`src/shared/psc_defines.vh`:
```
`ifndef PSC_DEFINES_VH
`define PSC_DEFINES_VH
// clock divider register fields
`define PSC_DIV_ROI_BIT 15
`define PSC_DIV_RATIO_HI 14
`define PSC_DIV_RATIO_LO 12
`define PSC_DIV_DOZE_ENABLE_BIT_BIT 11
`define PSC_DIV_RESET 16'h3000
// oscillator control register fields
`define PSC_OSC_NEW_HI 10
`define PSC_OSC_NEW_LO 8
`define PSC_OSC_RESET 16'h0000
// oscillator source codes
`define PSC_SRC_FRC 3'h0
`define PSC_SRC_FRC_PLL 3'h1
// power save operand codes
`define PSC_OP_SLEEP 1'b0
`define PSC_OP_IDLE 1'b1
// wake latency in clock cycles
`define PSC_WAKE_MIN 2
`define PSC_WAKE_MAX 4
`define PSC_WAKE_CYC 3'h3
// fail window in low-power rc ticks
`define PSC_FAIL_TICKS 4'h4
`endif

```
`src/logic/psc_doze_div.v`:
```
`include "psc_defines.vh"
// processor clock enable divider for doze operation
module psc_doze_div (
    input wire clk,
    input wire reset_n,
    input wire doze_on,
    input wire [2:0] ratio,
    input wire run,
    output reg cpu_tick_q
);
    reg [6:0] cnt_q; // divide counter
    wire [6:0] limit; // terminal count
    // powers of two, forced 1:1 when doze is off
    assign limit = doze_on ? ((7'h01 << ratio) - 7'h01) : 7'h00;
    // counter runs from peripheral clock, keeps domains aligned
    always @(posedge clk or negedge reset_n) begin
        if (!reset_n) begin
            cnt_q <= 7'h00;
            cpu_tick_q <= 1'b0;
        end else if (!run) begin
            cnt_q <= 7'h00;
            cpu_tick_q <= 1'b0;
        end else if (cnt_q >= limit) begin
            cnt_q <= 7'h00;
            cpu_tick_q <= 1'b1;
        end else begin
            cnt_q <= cnt_q + 7'h01;
            cpu_tick_q <= 1'b0;
        end
    end
endmodule // psc_doze_div

```
`src/logic/psc_fail_mon.v`:
```
`include "psc_defines.vh"
// watches system clock activity against low-power rc ticks
module psc_fail_mon (
    input wire clk,
    input wire reset_n,
    input wire active,
    input wire low_power_rc_osc_tick,
    input wire sys_clk_seen,
    output reg fail_q
);
    reg [3:0] win_q; // ticks with no system clock edge
    // window restarts on each seen edge
    always @(posedge clk or negedge reset_n) begin
        if (!reset_n) begin
            win_q <= 4'h0;
            fail_q <= 1'b0;
        end else if (!active || sys_clk_seen) begin
            win_q <= 4'h0;
            fail_q <= 1'b0;
        end else if (low_power_rc_osc_tick) begin
            if (win_q >= `PSC_FAIL_TICKS - 4'h1) begin
                fail_q <= 1'b1;
            end else begin
                win_q <= win_q + 4'h1;
            end
        end
    end
endmodule // psc_fail_mon

```
`src/logic/psc_power_ctrl.v`:
```
`include "psc_defines.vh"
module psc_power_ctrl (
    input wire clk,
    input wire reset_n,
    input wire power_save_instr_exec,
    input wire power_save_instr_op,
    input wire irq_pending,
    input wire wdt_enable,
    input wire wdt_timeout,
    input wire fail_mon_enable,
    input wire low_power_rc_osc_tick,
    input wire sys_clk_seen,
    input wire pll_in_use,
    input wire cfg_locked,
    input wire div_wr,
    input wire [15:0] div_wdata,
    input wire osc_wr,
    input wire [15:0] osc_wdata,
    output reg [15:0] clock_divider_reg_q,
    output reg [15:0] osc_control_reg_q,
    output reg [2:0] cur_osc_q,
    output reg clock_fail_trap_q,
    output wire sys_clk_run,
    output wire low_power_rc_osc_run,
    output wire periph_clk_en,
    output wire cpu_clk_en,
    output wire cpu_running,
    output reg watchdog_clear_q,
    output wire in_sleep,
    output wire in_idle
);
    // one-hot power states
    localparam ST_RUN = 4'b0001;
    localparam ST_SLEEP = 4'b0010;
    localparam ST_IDLE = 4'b0100;
    localparam ST_WAKE = 4'b1000;

    reg [3:0] state_q; // power state
    reg [3:0] state_d; // next power state
    reg [2:0] wake_cnt_q; // idle resume latency
    reg [2:0] sleep_src_q; // source at sleep entry
    reg irq_hold_q; // coincident interrupt held
    wire fail_q; // monitor output
    wire cpu_tick; // divided processor enable
    wire wake_ev; // any wake cause
    wire doze_bit; // doze enable as stored

    // decode a one-hot state test, used several times
    function is_state;
        input [3:0] s;
        input [3:0] want;
        begin
            is_state = (s & want) != 4'h0;
        end
    endfunction

    assign in_sleep = is_state(state_q, ST_SLEEP);
    assign in_idle = is_state(state_q, ST_IDLE);
    assign doze_bit = clock_divider_reg_q[`PSC_DIV_DOZE_ENABLE_BIT_BIT];
    // wake causes; reset acts through reset_n itself
    assign wake_ev = irq_pending | irq_hold_q | wdt_timeout;

    // next power state
    always @* begin
        state_d = state_q;
        case (state_q)
            ST_RUN: begin
                if (power_save_instr_exec) begin
                    state_d = (power_save_instr_op == `PSC_OP_IDLE) ? ST_IDLE : ST_SLEEP;
                end
            end
            ST_SLEEP: begin
                if (wake_ev) begin
                    state_d = ST_RUN;
                end
            end
            ST_IDLE: begin
                if (wake_ev) begin
                    state_d = ST_WAKE;
                end
            end
            ST_WAKE: begin
                if (wake_cnt_q == 3'h1) begin
                    state_d = ST_RUN;
                end
            end
            default: begin
                state_d = ST_RUN;
            end
        endcase
    end

    // state register, latency count, held interrupt
    always @(posedge clk or negedge reset_n) begin
        if (!reset_n) begin
            state_q <= ST_RUN;
            wake_cnt_q <= 3'h0;
            irq_hold_q <= 1'b0;
            watchdog_clear_q <= 1'b0;
        end else begin
            state_q <= state_d;
            // pulse watchdog clear on entry
            watchdog_clear_q <= is_state(state_q, ST_RUN) & power_save_instr_exec
                & wdt_enable;
            // interrupt during instruction held until entry done
            if (is_state(state_q, ST_RUN) && power_save_instr_exec && irq_pending) begin
                irq_hold_q <= 1'b1;
            end else if (!is_state(state_q, ST_RUN)) begin
                irq_hold_q <= 1'b0;
            end
            if (is_state(state_q, ST_IDLE) && wake_ev) begin
                wake_cnt_q <= `PSC_WAKE_CYC;
            end else if (wake_cnt_q != 3'h0) begin
                wake_cnt_q <= wake_cnt_q - 3'h1;
            end
        end
    end

    // register writes, fail switch-over, return on interrupt
    always @(posedge clk or negedge reset_n) begin
        if (!reset_n) begin
            clock_divider_reg_q <= `PSC_DIV_RESET;
            osc_control_reg_q <= `PSC_OSC_RESET;
            cur_osc_q <= `PSC_SRC_FRC;
            sleep_src_q <= `PSC_SRC_FRC;
            clock_fail_trap_q <= 1'b0;
        end else begin
            if (div_wr) begin
                clock_divider_reg_q <= div_wdata;
            end
            // interrupt clearing wins over a software write
            if (irq_pending && clock_divider_reg_q[`PSC_DIV_ROI_BIT]) begin
                clock_divider_reg_q[`PSC_DIV_DOZE_ENABLE_BIT_BIT] <= 1'b0;
            end
            if (osc_wr && !cfg_locked) begin
                osc_control_reg_q <= osc_wdata;
                cur_osc_q <= osc_wdata[`PSC_OSC_NEW_HI:`PSC_OSC_NEW_LO];
            end
            if (is_state(state_q, ST_RUN) && power_save_instr_exec) begin
                sleep_src_q <= cur_osc_q;
            end
            if (in_sleep && wake_ev) begin
                cur_osc_q <= sleep_src_q;
            end
            clock_fail_trap_q <= fail_q;
            if (fail_q) begin
                cur_osc_q <= pll_in_use ? `PSC_SRC_FRC_PLL : `PSC_SRC_FRC;
            end
        end
    end

    // clock gating outputs
    assign sys_clk_run = !in_sleep;
    assign periph_clk_en = !in_sleep;
    assign cpu_running = is_state(state_q, ST_RUN);
    assign cpu_clk_en = cpu_running & cpu_tick;
    // rc runs while the watchdog is enabled, or outside sleep while the monitor is enabled
    assign low_power_rc_osc_run = in_sleep ? wdt_enable
        : (fail_mon_enable | wdt_enable);

    // failure detector, idle off in sleep
    psc_fail_mon u_fail (
        .clk(clk),
        .reset_n(reset_n),
        .active(fail_mon_enable & !in_sleep),
        .low_power_rc_osc_tick(low_power_rc_osc_tick),
        .sys_clk_seen(sys_clk_seen),
        .fail_q(fail_q)
    );

    // processor clock divider
    psc_doze_div u_doze (
        .clk(clk),
        .reset_n(reset_n),
        .doze_on(doze_bit),
        .ratio(clock_divider_reg_q[`PSC_DIV_RATIO_HI:`PSC_DIV_RATIO_LO]),
        .run(cpu_running),
        .cpu_tick_q(cpu_tick)
    );
endmodule // psc_power_ctrl

```
`config.mk`:
```
export PLATFORM = sky130hd
export DESIGN_NAME = psc_power_ctrl
export DESIGN_NICKNAME = d
export VERILOG_FILES = /design/src/logic/psc_doze_div.v /design/src/logic/psc_fail_mon.v /design/src/logic/psc_power_ctrl.v
export VERILOG_INCLUDE_DIRS = /design/src /design/src/shared
export SDC_FILE = /design/constraint.sdc
export NUM_CORES = 1
export LEC_CHECK = 0
export ABC_CLOCK_PERIOD_IN_PS = 2450
export BUFFER_PORTS_ARGS = -buffer_cell sky130_fd_sc_hd__buf_4
export CAP_MARGIN = 25
export CORE_ASPECT_RATIO = 1.75
export CORE_MARGIN = 3
export CORE_UTILIZATION = 50
export DETAILED_ROUTE_END_ITERATION = 10
export GPL_TIMING_DRIVEN = 0
export PLACE_DENSITY = 0.79
export RECOVER_POWER = 50
export SLEW_MARGIN = 20
export SYNTH_ARGS = -nofsm -noshare
export SYNTH_HDL_FRONTEND = slang
export SYNTH_SLANG_ARGS = --single-unit
```
`constraint.sdc`:
```
create_clock -name clk -period 2.45 [get_ports clk]
set_clock_uncertainty 0.15 [all_clocks]
set_input_delay 0.245 -clock clk [delete_from_list [all_inputs] [get_ports clk]]
set_output_delay 0.245 -clock clk [all_outputs]
set_load 0.05 [all_outputs]
```
==> qor_table.md, run 1 <==
| Parameter | Reported | Unit |
|---|---|---|
| Run status | complete, no violations | - |
| Total number of vias | 2,170 | - |
| Die footprint | 6431 | µm² |
| Cell depth of the worst hold path | 2 | - |
| Min-delay worst type | input pin to flip-flop | - |
| Number of violations of the max-capacitance limit | 0 | - |
| Area of the multi-input gates | 1120 | µm² |
| Main flop type after synthesis | dfrtp_1 | - |
| Transition time at the pin with the least slew margin | 1.447 | ns |
| Worst-case hold slack | 0.01762 | ns |
| Top cell family by delay on the critical path | compound AO/OA/AOI/OAI gates | - |
| Post-synth EDFFs | 0 | - |
| Highest-count cells in the layout ignoring fill and taps | 73 x buf_4, 58 x dfrtp_1, 33 x mux2_2 | - |
| Core outline area | 5299 | µm² |
| Critical path launch point type | flip-flop | - |
| Synth area leaders | dfrtp_1 53%, mux2_2 14%, ha_1 5.5%, dfstp_2 2.9%, nor2_1 2.2% | - |
| Worst-path maximum fanout | 7 | - |
| Most common cell after layout, fill and taps aside | buf_4 | - |
| Final critical-path share of the clock period | 88.69 | % |
| Number of core rows | 35 | - |
| Setup violations, final | 0 | - |
| TritonCTS clock tree | yes | - |
| Peak ir drop on the vdd network | 0.6850 | mV |
| Seq/Total Area, Yosys | 55.92 | % |
| Total power per unit cell area | 880.6 | nW/µm² |
| Input/output buffers | 88 | - |
| First-pass GRT wire length | 10,990 | µm |
| Count of unresolved DRC violations after routing | 0 | - |
| Post-synthesis instance area | 2736 | µm² |
| Launch point of the worst reg-to-reg path | clock_divider_reg_q[13]$_DFFE_PN1P_ | - |
| Sink of the worst hold path | osc_control_reg_q[10]$_DFFE_PN0P_ | - |
| Reported leakage power | 1.881 | nW |
| Setup tns final | 0 | ns |
| Count of inserted antenna diode cells | 0 | - |
| Worst Path Arrival | 2.28 | ns |
| Internal reg-to-reg setup slack | 0.28 | ns |
| Number of filler cells placed in the layout | 369 | - |
| Slew margin rel. | 3.545 | % |
| Horiz. Die Dim | 61.92 | µm |
| Maximum number of pins on one net before global-route repair | 62 | - |
| DP HPWL | 4368 | µm |
| Worst setup EP type | flip-flop | - |
| Post-synthesis instance total | 223 | - |
| Max Fclk | 0.4602 | GHz |
| Total design power | 0.003481 | W |
| Detail Route Antenna Nets | 0 | - |
| Longest individual stage delay on the worst path | 0.59 | ns |
| Top cell type's share of synthesized area | 53.04 | % |
| Clock transition at path regs | 0.06 | ns |
| Vias in the first global route | 2,371 | - |
| Fraction of final layout cells sized beyond drive strength 1 | 41.64 | % |
| Routability Congestion | 0.7615 | - |
| Required time reported for the critical path endpoint | 2.55 | ns |
| Remaining Overflow, GRT | 0 | - |
| Cell at the root of the clock tree | clkbuf_8 | - |
| Total routing resource utilization after global routing | 23.10 | % |
| Worst-case reg-to-reg path depth | 7 | - |
| Proportion of synthesized flip-flops having asynchronous set or reset | 100.0 | % |
| Busiest layer in global routing | met2 | - |
| Initial Util | 51.64 | % |
| Startpoint of the lowest-slack hold path | osc_wdata[10] | - |
| Count of nets after finishing | 408 | - |
| Detailed-route wire length | 6463 | µm |
| Synth unique cells | 41 | - |
| Cell area reported after detailed placement | 3490 | µm² |
| Critical path buffers and inverters | 0 | - |
| Chip height | 103.9 | µm |
| Number of hold violations in the final report | 0 | - |
| CP most frequent cell | o21ai_0 | - |
| CTS Buffer Depth | 2 | - |
| Global-route track usage on met3 | 6.584 | % |
| Number of warnings printed during yosys synthesis | 0 | - |
| Mapped Avg Cell Area | 12.27 | µm² |
| Setup slack of the critical path after layout | 0.2771 | ns |
| Area added between synthesis and finish | 44.44 | % |
| Number of primary I/O pins | 90 | - |
| Synthesized netlist net count | 281 | - |
| Total clock sinks | 61 | - |
| Post-CTS setup buffer count | 0 | - |
| Met2 track demand over resource | 39.43 | % |
| Area taken by flip-flops and latches | 1530 | µm² |
| Critical path start-end classification | flip-flop to flip-flop | - |
| Unrepaired setup endpoints after global routing | no | - |
| Synth area leader | dfrtp_1 | - |
| WL/cell | 15.14 | µm |
| Global-route track usage on met1 | 25.23 | % |
| Cell with the largest stage delay on the worst path | dfstp_2 | - |
| Total clock buffers created by CTS | 9 | - |
| Initial antenna violation count | 0 | - |
| Pre-CTS worst setup slack | 0.1681 | ns |
| Number of register bits inferred by synthesis | 61 | - |
| Clock period minus worst slack | 2.173 | ns |
| Insertion delay to the later sink of the worst-skew pair | 0.32 | ns |
| Pre-antenna DRT Iters | 4 | - |
| Initial detailed-routing violation count | 64 | - |
| Critical path cell sequence | o21ai_0 > o21bai_1 > ha_1 > a21oi_1 > o21ai_0 > a41o_2 > nor2_1 | - |
| Mean number of vias per cell | 5.082 | - |
| Maximum level of the CTS H-tree | 3 | - |
| Capturing point of the worst reg2reg path | u_doze.cnt_q[6]$_DFF_PN0_ | - |
| Post-route design area | 3953 | µm² |
| Final Max Tran Viols | 0 | - |
[layout make-up]
type                    count  share of cell area (%)
plain buffers               8                   1.203
clock buffers              13                   4.527
clock inverters             1                  0.1266
inverters                   8                  0.7597
multi-input cells         145                   28.33
flip-flops and latches     61                   38.71
well taps                  74                   2.343
repair buffers            117                   23.99
[worst max path at each step]
stage,start,endpoint,slack (ns),cells past startpoint
global placement,clock_divider_reg_q[14]$_DFFE_PN0P_,u_doze.cnt_q[2]$_DFF_PN0_,0.22,8
CTS,clock_divider_reg_q[14]$_DFFE_PN0P_,u_doze.cnt_q[6]$_DFF_PN0_,0.15,8
floorplan,clock_divider_reg_q[14]$_DFFE_PN0P_,u_doze.cnt_q[2]$_DFF_PN0_,0.15,8
finish,clock_divider_reg_q[13]$_DFFE_PN1P_,u_doze.cnt_q[6]$_DFF_PN0_,0.28,7
global route,clock_divider_reg_q[13]$_DFFE_PN1P_,u_doze.cnt_q[2]$_DFF_PN0_,0.09,7
detailed placement,clock_divider_reg_q[14]$_DFFE_PN0P_,u_doze.cnt_q[6]$_DFF_PN0_,0.17,8
[power breakdown]
group	total (W)	internal [W]	switching, W
Sequential	0.00135	0.00121	0.000142
Clock	0.000812	0.000465	0.000347
Combinational	0.00132	0.000506	0.000811
Total	0.00348	0.00218	0.00130
[worst register-to-register path, cell delays in order, from the launching register on]
cell	delay [ns]
dfstp_2	0.59
o21ai_0	0.13
o21bai_1	0.19
ha_1	0.30
a21oi_1	0.14
o21ai_0	0.13
a41o_2	0.35
nor2_1	0.12
[layer usage]
metal,wire length [µm],vias to the layer above
met4,123,0
met1,2238,1065
met3,340,10
met2,3761,61
met5,0,-
li1,-,1034
[through the flow]
step,cells,utilization (%)
after global routing,427,74.59
after detailed placement,385,65.86
after global placement,385,65.86
final,427,74.59
after CTS,428,74.81
after floorplan,223,-
[synthesized netlist by cell type, types with 2 or more instances]
cell      number
xnor2_1        2
xor2_1         5
nand3_1        7
o21ai_0        6
dfrtp_1       58
nor2b_1        6
o211ai_1       3
buf_4          3
nor3_1         4
and2_1         4
nand2b_1       2
mux2i_1        4
mux2_2        33
nor2_1        16
ha_1          12
and3_1         2
a21oi_1        9
o31ai_1        2
nand2_1       11
inv_1          7
dfstp_2        3
buf_2          4
a211oi_1       2
[cell families (layout without fill, tap and decap cells)]
group                    Yosys count  in the layout  synth area share (%)
AO/OA/AOI/OAI                     30             30                 7.179
buffers and inverters             17            147                 3.201
adder cells (fa/ha/maj)           12             12                 5.487
flip-flops                        61             61                 55.92
AND/OR/NAND/NOR                   59             59                 10.93
multiplexers                      37             37                 15.04
XOR/XNOR                           7              7                 2.241
[registers in the layout (all words and copies together), names as in the netlist]
register and flops:
u_doze.cpu_tick_q 1, watchdog_clear_q 1, u_fail.fail_q 1, wake_cnt_q 3
u_fail.win_q 4, osc_control_reg_q 16, clock_divider_reg_q 16, cur_osc_q 3
state_q 4, u_doze.cnt_q 7, irq_hold_q 1, sleep_src_q 3
clock_fail_trap_q 1
[timing repair]
| item | 4_1_cts | 5_1_grt |
|---|---|---|
| hold buffers | 29 | 0 |
| endpoints found under the hold margin | 86 | 0 |
| endpoints found under the setup margin | 0 | 7 |
| gates resized for setup | 0 | 1 |
Note: power is estimated with default switching activity, not from simulation.
==> inputs of run 2 (changes only) <==
ABC_CLOCK_PERIOD_IN_PS = 1800   (was 2450)
CORE_UTILIZATION = 45   (was 50)
PLACE_DENSITY = 0.75   (was 0.79)
clock period = 1.8 ns   (was 2.45 ns; I/O delays follow)
==> run 2 against run 1 <==
The run now ends with negative setup slack left. Fmax grew 6.1%. Setup slack got worse by 0.53 ns. Cell area is 3.1% higher. Critical path depth unchanged. Clock power increased by 26%.
==> qor_table.md, run 2 (synthesis results as in run 1) <==
| Parameter | Reported | Unit | Change |
|---|---|---|---|
| Maximum level of the CTS H-tree | 3 | - | unchanged |
| Remaining Overflow, GRT | 0 | - | unchanged |
| Required time reported for the critical path endpoint | 1.86 | ns | -0.69 ns |
| Pre-CTS worst setup slack | -0.3456 | ns | -0.5137 ns |
| Total clock sinks | 61 | - | unchanged |
| Horiz. Die Dim | 64.95 | µm | +4.9% |
| CTS Buffer Depth | 2 | - | unchanged |
| Highest-count cells in the layout ignoring fill and taps | 57 x dfrtp_1, 56 x buf_4, 39 x dlygate4sd3_1 | - |  |
| Peak ir drop on the vdd network | 0.8434 | mV | +23% |
| Slew margin rel. | 45.23 | % | +42 points |
| Violated checks | negative setup slack | - |  |
| Min-delay worst type | input pin to flip-flop | - |  |
| Largest registers | clock_divider_reg_q x16, osc_control_reg_q x16, u_doze.cnt_q x7 | - |  |
| Core outline area | 5879 | µm² | +11% |
| Number of primary I/O pins | 90 | - | unchanged |
| Longest individual stage delay on the worst path | 0.66 | ns | +0.07 ns |
| CP most frequent cell | o21ai_2 | - |  |
| WL/cell | 14.86 | µm | -1.8% |
| Worst setup EP type | flip-flop | - |  |
| Routability Congestion | 0.7458 | - | -2.1% |
| Transition time at the pin with the least slew margin | 0.8216 | ns | -0.6252 ns |
| Chip height | 109.2 | µm | +5.1% |
| Run status | finished, violations left | - |  |
| Worst Path Arrival | 2.11 | ns | -0.17 ns |
| Unrepaired setup endpoints after global routing | yes | - |  |
| Fraction of final layout cells sized beyond drive strength 1 | 39.73 | % | -1.9 points |
| Area of the multi-input gates | 1166 | µm² | +4.1% |
| Count of unresolved DRC violations after routing | 0 | - | unchanged |
| Area taken by flip-flops and latches | 1535 | µm² | +0.33% |
| Area added between synthesis and finish | 48.93 | % |  |
| Cell at the root of the clock tree | clkbuf_8 | - |  |
| Input/output buffers | 88 | - | unchanged |
| Mean number of vias per cell | 4.944 | - | -2.7% |
| Final critical-path share of the clock period | 113.8 | % | +25 points |
| Number of hold violations in the final report | 0 | - | unchanged |
| Setup slack of the critical path after layout | -0.2490 | ns | -0.5260 ns |
| Setup violations, final | 10 | - | +10 |
| Total routing resource utilization after global routing | 21.01 | % | -2.1 points |
| Max Fclk | 0.4881 | GHz | +6.1% |
| Critical path start-end classification | flip-flop to flip-flop | - |  |
| Top cell family by delay on the critical path | compound AO/OA/AOI/OAI gates | - |  |
| DP HPWL | 4502 | µm | +3.1% |
| Initial detailed-routing violation count | 69 | - | +7.8% |
| Detail Route Antenna Nets | 0 | - | unchanged |
| Cell with the largest stage delay on the worst path | dfstp_4 | - |  |
| Most common cell after layout, fill and taps aside | dfrtp_1 | - |  |
| TritonCTS clock tree | yes | - |  |
| Total number of vias | 2,215 | - | +2.1% |
| Number of violations of the max-capacitance limit | 0 | - | unchanged |
| Insertion delay to the later sink of the worst-skew pair | 0.33 | ns | about the same |
| Detailed-route wire length | 6658 | µm | +3.0% |
| Initial antenna violation count | 0 | - | unchanged |
| First-pass GRT wire length | 11,130 | µm | +1.3% |
| Critical path buffers and inverters | 0 | - | unchanged |
| Maximum number of pins on one net before global-route repair | 62 | - | unchanged |
| Clock period minus worst slack | 2.049 | ns | -0.1240 ns |
| Pre-antenna DRT Iters | 4 | - | unchanged |
| Worst-path maximum fanout | 7 | - | unchanged |
| Critical path launch point type | flip-flop | - |  |
| Number of filler cells placed in the layout | 454 | - | +23% |
| Number of core rows | 37 | - | +5.7% |
| Final design utilization | 69.31 | % | -5.3 points |
| Initial Util | 46.54 | % | -5.1 points |
| Clock transition at path regs | 0.07 | ns | about the same |
| Count of nets after finishing | 423 | - | +3.7% |
| Total power per unit cell area | 1158 | nW/µm² | +31% |
| Reported leakage power | 1.887 | nW | +0.34% |
| Final Max Tran Viols | 0 | - | unchanged |
| Vias in the first global route | 2,363 | - | -0.34% |
| Critical path cell sequence | o21ai_2 > o21bai_1 > ha_1 > nand2_1 > o21ai_2 > a41o_4 > nor2_2 | - |  |
| Total clock buffers created by CTS | 9 | - | unchanged |
| Count of inserted antenna diode cells | 0 | - | unchanged |
| Die footprint | 7089 | µm² | +10% |
## run 2: cell count changes in the layout (fill, tap and decap cells not counted), sizes merged
| cell | before | now |
|---|---|---|
| dlygate4sd3 | 29 | 39 |
| buf | 76 | 59 |
| clkbuf | 33 | 56 |
| clkinv | 1 | 2 |
## run 2: worst paths after layout
kind,from,end,slack (ns),cells past startpoint
worst max-delay path,clock_divider_reg_q[13]$_DFFE_PN1P_,u_doze.cnt_q[0]$_DFF_PN0_,-0.25,7
worst min-delay path,power_save_instr_exec,irq_hold_q$_DFFE_PN0P_,0.02,3
worst max register to register,clock_divider_reg_q[13]$_DFFE_PN1P_,u_doze.cnt_q[0]$_DFF_PN0_,-0.25,7
worst min register to register,u_doze.cnt_q[0]$_DFF_PN0_,u_doze.cnt_q[0]$_DFF_PN0_,0.35,1
max in group asynchronous,reset_n,clock_divider_reg_q[14]$_DFFE_PN0P_,0.54,2
min in group asynchronous,reset_n,clock_divider_reg_q[3]$_DFFE_PN0P_,0.38,2
## run 2: power by group
group	internal, W	switching [W]
Sequential	0.00165	0.000188
Clock	0.000535	0.000485
Combinational	0.000724	0.00114
Total	0.00291	0.00181
## run 2: layout make-up
| cell class | instances | share of cell area [%] |
|---|---|---|
| clock buffers | 14 | 3.746 |
| multi-input cells | 145 | 28.62 |
| inverters | 8 | 0.7369 |
| flip-flops and latches | 61 | 37.67 |
| plain buffers | 9 | 1.443 |
| clock inverters | 2 | 0.2456 |
| repair buffers | 131 | 25.15 |
| well taps | 78 | 2.395 |
## run 2: stage by stage
stage          area [µm²]  hold slack (ns)  std cells  setup TNS, ns  power, W
5_1_grt              4075          0.02475        448         -2.934  0.004997
6_report             4075          0.02090        448         -2.085  0.004719
3_5_place_dp         3516           0.1518        389         -2.547  0.003623
2_1_floorplan        2758          -0.2656        223         -1.538  0.003069
3_3_place_gp         3516           0.1485        389         -2.101  0.003578
4_1_cts              4111         0.004527        446         -1.913  0.004786
## run 2: routing by layer
layer	wire length (µm)	up-vias	track usage, %
li1	-	1070	-
met1	2361	1074	22.06
met2	3845	55	38.39
met3	241	16	4.948
met4	210	0	10.44
met5	0	-	0
## run 2: worst min-delay path, stage by stage
cell and delay, ns:
buf_4 0.11, a21oi_1 0.06, nor2b_1 0.11
## run 2: repair_timing
item                       in CTS  in global routing
hold buffers                   39                  0
setup endpoints to repair       8                  8
pin swaps                       9                  4
gates resized for setup         7                  3
setup buffers                   2                  2
hold endpoints to repair       98                  0
